$ cat src/design/gpio_port_pkg.sv
// package: register map, widths and reset values of the gpio port
package gpio_port_pkg;
    localparam int          PinCount     = 8;
    localparam int          AddrWidth    = 12;
    localparam int          DataWidth    = 32;
    localparam int          MaskLsb      = 2;
    localparam int          MaskMsb      = 9;
    typedef logic [PinCount-1:0]  pins_t;
    typedef logic [AddrWidth-1:0] addr_t;
    typedef logic [DataWidth-1:0] word_t;
    // data window covers 0x000..0x3FC
    localparam addr_t       DataWinBase  = 12'h000;
    localparam addr_t       DataWinMask  = 12'hC00;
    localparam addr_t       DirOffset    = 12'h400;
    localparam addr_t       IntSenseOff  = 12'h404;
    localparam addr_t       IntBothOff   = 12'h408;
    localparam addr_t       IntEventOff  = 12'h40C;
    localparam addr_t       IntMaskOff   = 12'h410;
    localparam addr_t       RawStatOff   = 12'h414;
    localparam addr_t       MaskStatOff  = 12'h418;
    localparam addr_t       IntClearOff  = 12'h41C;
    localparam addr_t       AltFuncOff   = 12'h420;
    localparam addr_t       PullUpOff    = 12'h510;
    localparam addr_t       PullDownOff  = 12'h514;
    localparam addr_t       DigEnOff     = 12'h51C;
    localparam pins_t       PinsZero     = 8'h00;
    localparam word_t       WordZero     = 32'h0000_0000;
endpackage : gpio_port_pkg

$ cat src/design/gpio_port_data_control.sv
// gpio port: direction, masked data register, pad control and interrupts
//
// Chosen here: strobed register access and the register addresses.
`timescale 1ns/1ns

// Overview of operation
// RULE1 - eight identical ports from this block
// RULE2 - ordinary pins reset undriven, config zero
// RULE3 - debug pins reset altfunc, enable, pullup
// RULE4 - any reset restores both default groups
// RULE5 - direction 0: data bit samples pin
// RULE6 - direction 1: data bit drives pad
// RULE7 - address bits nine..two mask data
// RULE8 - masked write alters selected bits only
// RULE9 - masked read returns zero elsewhere
// RULE10 - edge, both, or level interrupts maskable
// RULE11 - alternate function hands pin to peripheral
// RULE12 - one port interrupt; write one clears
// RULE13 - eight pins; pad driven when gpio output
module gpio_port_data_control #(
    parameter gpio_port_pkg::pins_t DebugPins = 8'h00                 // RULE1
) (
    input  wire logic                   clock,
    input  wire logic                   rst_n,
    input  wire logic                   clkEn,
    input  wire gpio_port_pkg::addr_t   regAddr,
    input  wire gpio_port_pkg::word_t   regWdata,
    input  wire logic                   regWrite,
    input  wire logic                   regRead,
    output      gpio_port_pkg::word_t   regRdata,
    input  wire gpio_port_pkg::pins_t   padIn,
    output      gpio_port_pkg::pins_t   padOut,
    output      gpio_port_pkg::pins_t   padOe,
    output      gpio_port_pkg::pins_t   pullUpEn,
    output      gpio_port_pkg::pins_t   pullDownEn,
    input  wire gpio_port_pkg::pins_t   altOut,
    input  wire gpio_port_pkg::pins_t   altOe,
    output      gpio_port_pkg::pins_t   altIn,
    output      logic                   portIrq
);
    import gpio_port_pkg::*;

    // ------------------------------------------------------------
    // helpers
    // ------------------------------------------------------------
    function automatic pins_t maskOf(input addr_t a);
        maskOf = a[MaskMsb:MaskLsb];
    endfunction : maskOf

    function automatic pins_t merge(input pins_t old, input pins_t nw,
                                    input pins_t sel);
        merge = (old & ~sel) | (nw & sel);
    endfunction : merge

    // ------------------------------------------------------------
    // state
    // ------------------------------------------------------------
    pins_t pinDirection_q, pinDirection_d;
    pins_t pinDataValue_q, pinDataValue_d;
    pins_t altFunctionSelect_q, altFunctionSelect_d;
    pins_t digitalInputEnable_q, digitalInputEnable_d;
    pins_t pullUpEnable_q, pullUpEnable_d;
    pins_t pullDownEnable_q, pullDownEnable_d;
    pins_t intSense_q, intSense_d;
    pins_t intBoth_q, intBoth_d;
    pins_t intEvent_q, intEvent_d;
    pins_t interruptMask_q, interruptMask_d;
    pins_t edgeStat_q, edgeStat_d;
    pins_t padSync1_q, padSync2_q, padPrev_q;
    word_t rdata_q, rdata_d;

    logic  inWindow;
    pins_t wrData, mask, inLevel, rise, fall, edgeHit, levelHit, rawStat;

    // ------------------------------------------------------------
    // next state
    // ------------------------------------------------------------
    always_comb begin
        wrData   = regWdata[PinCount-1:0];
        mask     = maskOf(regAddr);
        inWindow = (regAddr & DataWinMask) == DataWinBase;            // RULE7
        inLevel  = padSync2_q & digitalInputEnable_q;
        rise     = inLevel & ~padPrev_q;
        fall     = ~inLevel & padPrev_q;
        edgeHit  = (intBoth_q & (rise | fall))                        // RULE10
                 | (~intBoth_q & intEvent_q & rise)
                 | (~intBoth_q & ~intEvent_q & fall);
        levelHit = intSense_q & (intEvent_q ~^ inLevel);              // RULE10
        rawStat  = (edgeStat_q & ~intSense_q) | levelHit;

        pinDirection_d       = pinDirection_q;
        altFunctionSelect_d  = altFunctionSelect_q;
        digitalInputEnable_d = digitalInputEnable_q;
        pullUpEnable_d       = pullUpEnable_q;
        pullDownEnable_d     = pullDownEnable_q;
        intSense_d           = intSense_q;
        intBoth_d            = intBoth_q;
        intEvent_d           = intEvent_q;
        interruptMask_d      = interruptMask_q;
        // input pins keep sampling the pad where digitalInputEnable is set, else load 0
        pinDataValue_d = merge(pinDataValue_q, inLevel,
                               ~pinDirection_q);                       // RULE5
        edgeStat_d     = edgeStat_q;

        if (regWrite) begin
            if (inWindow)
                pinDataValue_d = merge(pinDataValue_d, wrData,
                                       mask & pinDirection_q);          // RULE8
            unique case (regAddr)
                DirOffset:   pinDirection_d       = wrData;
                IntSenseOff: intSense_d           = wrData;
                IntBothOff:  intBoth_d            = wrData;
                IntEventOff: intEvent_d           = wrData;
                IntMaskOff:  interruptMask_d      = wrData;
                IntClearOff: edgeStat_d           = edgeStat_q & ~wrData; // RULE12
                AltFuncOff:  altFunctionSelect_d  = wrData;
                PullUpOff:   pullUpEnable_d       = wrData;
                PullDownOff: pullDownEnable_d     = wrData;
                DigEnOff:    digitalInputEnable_d = wrData;
                default:     ;
            endcase
        end
        // a new edge wins over a clear in the same cycle
        edgeStat_d = edgeStat_d | edgeHit;

        rdata_d = WordZero;
        if (regRead) begin
            if (inWindow)
                rdata_d = {{(DataWidth-PinCount){1'b0}},
                           pinDataValue_q & mask};                      // RULE9
            else begin
                unique case (regAddr)
                    DirOffset:   rdata_d[PinCount-1:0] = pinDirection_q;
                    IntSenseOff: rdata_d[PinCount-1:0] = intSense_q;
                    IntBothOff:  rdata_d[PinCount-1:0] = intBoth_q;
                    IntEventOff: rdata_d[PinCount-1:0] = intEvent_q;
                    IntMaskOff:  rdata_d[PinCount-1:0] = interruptMask_q;
                    RawStatOff:  rdata_d[PinCount-1:0] = rawStat;
                    MaskStatOff: rdata_d[PinCount-1:0] =
                                     rawStat & interruptMask_q;
                    AltFuncOff:  rdata_d[PinCount-1:0] = altFunctionSelect_q;
                    PullUpOff:   rdata_d[PinCount-1:0] = pullUpEnable_q;
                    PullDownOff: rdata_d[PinCount-1:0] = pullDownEnable_q;
                    DigEnOff:    rdata_d[PinCount-1:0] = digitalInputEnable_q;
                    default:     rdata_d = WordZero;
                endcase
            end
        end
    end

    // ------------------------------------------------------------
    // registers
    // ------------------------------------------------------------
    always_ff @(posedge clock) begin
        if (!rst_n) begin                                              // RULE4
            pinDirection_q       <= PinsZero;                          // RULE2
            pinDataValue_q       <= PinsZero;
            altFunctionSelect_q  <= DebugPins;                         // RULE3
            digitalInputEnable_q <= DebugPins;                         // RULE3
            pullUpEnable_q       <= DebugPins;                         // RULE3
            pullDownEnable_q     <= PinsZero;                          // RULE2
            intSense_q           <= PinsZero;
            intBoth_q            <= PinsZero;
            intEvent_q           <= PinsZero;
            interruptMask_q      <= PinsZero;
            edgeStat_q           <= PinsZero;
            padSync1_q           <= PinsZero;
            padSync2_q           <= PinsZero;
            padPrev_q            <= PinsZero;
            rdata_q              <= WordZero;
        end else if (clkEn) begin
            pinDirection_q       <= pinDirection_d;
            pinDataValue_q       <= pinDataValue_d;
            altFunctionSelect_q  <= altFunctionSelect_d;
            digitalInputEnable_q <= digitalInputEnable_d;
            pullUpEnable_q       <= pullUpEnable_d;
            pullDownEnable_q     <= pullDownEnable_d;
            intSense_q           <= intSense_d;
            intBoth_q            <= intBoth_d;
            intEvent_q           <= intEvent_d;
            interruptMask_q      <= interruptMask_d;
            edgeStat_q           <= edgeStat_d;
            padSync1_q           <= padIn;
            padSync2_q           <= padSync1_q;
            padPrev_q            <= padSync2_q & digitalInputEnable_q;
            rdata_q              <= rdata_d;
        end
    end

    // ------------------------------------------------------------
    // pads and outputs
    // ------------------------------------------------------------
    assign regRdata   = rdata_q;
    assign padOut     = (altFunctionSelect_q & altOut)
                      | (~altFunctionSelect_q & pinDataValue_q);       // RULE6
    assign padOe      = (altFunctionSelect_q & altOe)                  // RULE11
                      | (~altFunctionSelect_q & pinDirection_q);       // RULE13
    assign altIn      = padSync2_q & digitalInputEnable_q;             // RULE11
    assign pullUpEn   = pullUpEnable_q;
    assign pullDownEn = pullDownEnable_q;
    assign portIrq    = |(rawStat & interruptMask_q);                  // RULE12
endmodule : gpio_port_data_control

$ cat config.mk
export PLATFORM = sky130hd
export DESIGN_NAME = gpio_port_data_control
export DESIGN_NICKNAME = d
export VERILOG_FILES = /design/src/design/gpio_port_pkg.sv /design/src/design/gpio_port_data_control.sv
export SDC_FILE = /design/constraint.sdc
export NUM_CORES = 1
export LEC_CHECK = 0
export BUFFER_PORTS_ARGS = -buffer_cell sky130_fd_sc_hd__buf_2
export CAP_MARGIN = 25
export CORE_UTILIZATION = 59
export CTS_CLUSTER_DIAMETER = 100
export DETAILED_ROUTE_END_ITERATION = 6
export GPL_TIMING_DRIVEN = 0
export HOLD_SLACK_MARGIN = 0.1
export PLACE_DENSITY = 0.89
export SLEW_MARGIN = 20
export SYNTH_ARGS = -nofsm -noshare
export SYNTH_HDL_FRONTEND = slang
export SYNTH_SLANG_ARGS = --single-unit
$ cat constraint.sdc
create_clock -name clock -period 4.9 [get_ports clock]
set_clock_uncertainty 0.2 [all_clocks]
set_input_delay 0.245 -clock clock [delete_from_list [all_inputs] [get_ports clock]]
set_output_delay 0.245 -clock clock [all_outputs]
set_load 0.05 [all_outputs]
After elaboration in Yosys (flattened, before gate mapping)
Index checks and enable logic that the tools add are counted.
{ "classes": {"n_lt_le_gt_ge": 0, "muxes": 7, "div": 0, "mul": 0, "reduce_logical": 11, "n_eq_ne": 12, "n_bitwise": 42, "n_shift": 0, "addsub": 0} }
{ "op_table": {"columns": ["operator", "count"], "rows": [
  ["8-bit AND", 22],
  ["12-bit by 11-bit equality test with 1-bit output (second input constant)", 12],
  ["8-bit one-hot mux with 11 select lines", 1],
  ["8-bit inverter", 10],
  ["8-bit OR", 9],
  ["8-bit 2-to-1 mux", 6],
  ["3-bit AND reduction", 9],
  ["12-bit zero test", 1],
  ["8-bit OR reduction", 1],
  ["8-bit XNOR", 1]
]} }
{ "word_totals": {"mem_count": 0, "register_bits": 144, "word_cells": 87, "ram_bits": 0, "latch_bits": 0, "rom_bits": 0, "input_bits": 73} }

Longest topological paths before layout
{ "depth": {"word_depth": 8, "depth_mapped": 9, "mapped_depth_nobuf": 7} }

Worst setup path before layout
Ideal clock, no wire load.
{ "synth_path": {"path_type": "register -> output", "from": "register digitalInputEnable_q[3]", "to": "output port portIrq", "arrival_ns": 1.999, "slack_ns": 2.456, "stages_incl_launch_ff": 7, "cell_sequence": "dfxtp_1 -> nand2_1 -> inv_1 -> xnor2_1 -> mux2_2 -> a2111oi_0 -> nand3_1"} }
{ "synth_via": {"elab_chain_len": 6} }
{ "synth_lines": {"columns": ["item", "line_no", "rtl"], "rows": [
  ["from (decl)", "gpio_port_data_control.sv:61", "pins_t digitalInputEnable_q, digitalInputEnable_d;"],
  ["from (signal assigned)", "gpio_port_data_control.sv:159", "digitalInputEnable_q <= DebugPins;"],
  ["from (signal assigned)", "gpio_port_data_control.sv:175", "digitalInputEnable_q <= digitalInputEnable_d;"],
  ["8-bit AND", null, null],
  ["named net altIn[3]", "gpio_port_data_control.sv:38", "output gpio_port_pkg::pins_t altIn,"],
  ["8-bit XNOR", "gpio_port_data_control.sv:88", "levelHit = intSense_q & (intEvent_q ~^ inLevel);"],
  ["8-bit AND", "gpio_port_data_control.sv:88", null],
  ["8-bit OR", "gpio_port_data_control.sv:89", "rawStat = (edgeStat_q & ~intSense_q) | levelHit;"],
  ["8-bit AND", "gpio_port_data_control.sv:201", "assign portIrq = |(rawStat & interruptMask_q);"],
  ["8-bit OR reduction", "gpio_port_data_control.sv:201", null],
  ["to (decl)", "gpio_port_data_control.sv:39", "output logic portIrq"]
]} }
The timed path passes the listed nets, and every way through them passes these cells.

Final worst setup path
{ "layout_path": {"from": "register digitalInputEnable_q[6]", "to": "output port portIrq"} }
{ "layout_via": {"elab_chain_len": 6} }
{ "layout_lines": {"columns": ["item", "line_no", "rtl"], "rows": [
  ["8-bit AND", "gpio_port_data_control.sv:82", "inLevel = padSync2_q & digitalInputEnable_q;"],
  ["8-bit XNOR", "gpio_port_data_control.sv:88", null],
  ["8-bit AND", "gpio_port_data_control.sv:88", null],
  ["8-bit OR", "gpio_port_data_control.sv:89", null],
  ["8-bit AND", "gpio_port_data_control.sv:201", null],
  ["8-bit OR reduction", "gpio_port_data_control.sv:201", null]
]} }
Every way passes these cells.

==> out/qor.yml <==
status: "complete, no violations"
tns_ns: 0
ant_nets: 0
p_clk_share_pct: 52.7
p_comb_share_pct: 8.9
grt_usage_pct: 40.4
yosysWarnings: 0
finalCritPeriodShare_pct: 65.5
dieArea_um2: 11800
power.leakage_nw: 3.47
yosysTopAreaCellShare_pct: 35.7
clock_sinks: 120
regToRegStartpoint: "digitalInputEnable_q[6]$_SDFFE_PN0P_"
ios: 146
arrival_ns: 2.77
drive_gt1_share_pct: 22.4
post_dp_cell_area_um2: 7450
synth_top_cell_by_area: "dfxtp_1"
coreArea_um2: 11000
grt_pass1_vias: 6403
finalMaxSlewViolations: 0
cts_buffers: 17
yosysUniqueCellTypes: 67
nets: 1051
rsz0062_at_grt: "false"
area_growth_pct: 22.7
htree_num_levels: 4
grt_max_degree: 17
overflow: 0
path_max_fanout: 4
start_util_pct: 61.2
synth-seq-area-share_pct: 35.7
timing.final.crit_period_ns: 3.21
seqPwrFrac_pct: 38.5
synth_cells: 811
ctsResizeCount: 0
clk_latency_ns: 0.42
antenna_found_initial: 0
critical_path.endpoint_type: "primary output"
wl_per_cell_um: 20.9
critPathLaunch: "digitalInputEnable_q[6]$_SDFFE_PN0P_"
synthFlopType: "dfxtp_1"
clk_pin_slew_ns: 0.06
portBuffers: 94
die_h_um: 109
holdBufCountCts: 15
synthArstFlopShare_pct: 0
viasPerCell: 6.18
tritoncts: "yes"
hold_viol: 0
cts-root-buf: "clkbuf_16"
design_area_um2: 8240
core.rowCount: 38
hp-start: "regWdata[7]"
total_power_w: 0.00257
p_per_area_nw_per_um2: 312
vias: 6893
relSlewSlack_pct: 30.9
ys_top_cells_by_area: "dfxtp_1, mux2i_1, nand2_1"
routed_wl_um: 23300
syn_area_um2: 6720
syn-mean-instance-area_um2: 8.29
vdd.ir_drop.worst_v: 0.000279
grt_pass1_wl_um: 34900
dp_hpwl_um: 16600
timing.fmax_ghz: 0.311
worstMarginPinSlew_ns: 1.02
switching_share_pct: 24.4
synth_edf_count: 0
power.switching_w: 0.000626
internal_power_w: 0.00194
hold_path_class: "in -> reg"
worstSetupPathType: "reg -> out"
drv_cap: 0
place.gp.congestion: 0.980
finalSetupViolCount: 0
dr.pass1.iters: 6
ys_ff_latch: 120
diodes: 0
drcViolationCount: 0
post_cts_buffers: 0
die_w_um: 109
required_ns: 4.45
initialDrtViolationCount: 845
clockBufferDepth: 2
worstSetupStartpointType: "register"
## stage by stage
stage / hold WS, ns / utilization (%) / setup slack [ns] / instances
after global placement: 0.239 / 67.9 / 2.12 / 1068
final: 0.114 / 75.1 / 1.69 / 1115
after floorplan: 0.192 / - / 2.46 / 834
after CTS: 0.102 / 75.1 / 1.73 / 1115
after global routing: 0.121 / 75.1 / 1.71 / 1115
after detailed placement: 0.242 / 67.9 / 2.09 / 1068
## critical path, cell delays in order, from the launching register on
cell and delay (ns):
dfxtp_1 0.43, nand2_1 0.14, a221oi_1 0.60, nor2b_1 0.09, a2111oi_0 0.58, nand3_1 0.22, buf_2 0.26
## synthesized netlist by cell type, drive strengths merged, types with 2 or more instances
library cell    n
mux2           20
a2111oi         2
nand3          39
and2            2
nand4           2
a22oi          15
a21o            2
nor4            6
a22o            4
a211oi         15
nor3           13
or2             4
a32o            2
nand2         139
o22ai           2
o31a            2
inv            22
nor2b          16
and2b           2
ha             16
nor4b           3
a32oi           6
and4            2
mux4            7
nand2b          7
a31oi           2
dfxtp         120
mux2i          59
buf            46
a221oi          3
a21oi          87
xnor2           6
o31ai           3
a221o           2
clkbuf         25
nor2           80
or4b            2
o21ai          11
## routing by layer
metal	global-route usage (%)	up-vias	routed length, µm
met1	48.3	3188	8910
met2	63.8	487	10500
met4	23.7	0	1240
met3	12.7	101	2680
li1	-	3117	-
met5	0	-	0
## area by class of cell
cell class / count / area (µm²)
buffer: 71 / 414
clock buffer: 21 / 470
clock inverter: 11 / 170
fill: 815 / 2740
inverter: 23 / 86.3
multi-input combinational: 620 / 3900
sequential: 120 / 2400
tap: 140 / 175
timing repair buffer: 109 / 621
## cells by family after synthesis
family | Yosys count | synth area share (%)
simple gates | 323 | 22.9
compound gates | 165 | 15.6
flops | 120 | 35.7
buf+inv | 94 | 7.45
mux | 86 | 14.5
fa+ha+maj | 16 | 2.98
xor+xnor | 6 | 0.782
other cells | 1 | 0.0558
## power groups by stage
stage | Sequential, W | Combinational, W | Clock (W)
3_3_place_gp | 0.00101 | 0.000209 | 0
2_1_floorplan | 0.00101 | 0.000142 | 0
5_1_grt | 0.000988 | 0.000239 | 0.00140
6_report | 0.000988 | 0.000228 | 0.00135
3_5_place_dp | 0.00101 | 0.000210 | 0
4_1_cts | 0.000987 | 0.000220 | 0.00135
## placed cells by master (no fill, tap or decap), types with 16 or more instances in the layout
cell type,count
a21oi_1,87
ha_1,16
buf_4,29
clkbuf_1,22
nor2_1,79
dfxtp_1,120
nand3_1,38
conb_1,24
buf_2,107
nor2b_1,16
mux2i_1,59
nand2_1,139
mux2_2,20
inv_1,21
clkbuf_16,17
## worst paths after layout
| kind | cells after the start | endpoint | slack (ns) |
|---|---|---|---|
| setup reg to reg | 6 | regRdata[6]$_SDFFE_PN0P_ | 2.62 |
| setup / recovery | 6 | portIrq | 1.69 |
| hold reg to reg | 2 | regRdata[6]$_SDFFE_PN0P_ | 0.25 |
| hold / removal | 4 | digitalInputEnable_q[7]$_SDFFE_PN0P_ | 0.11 |
(Power assumes the default switching activity.)
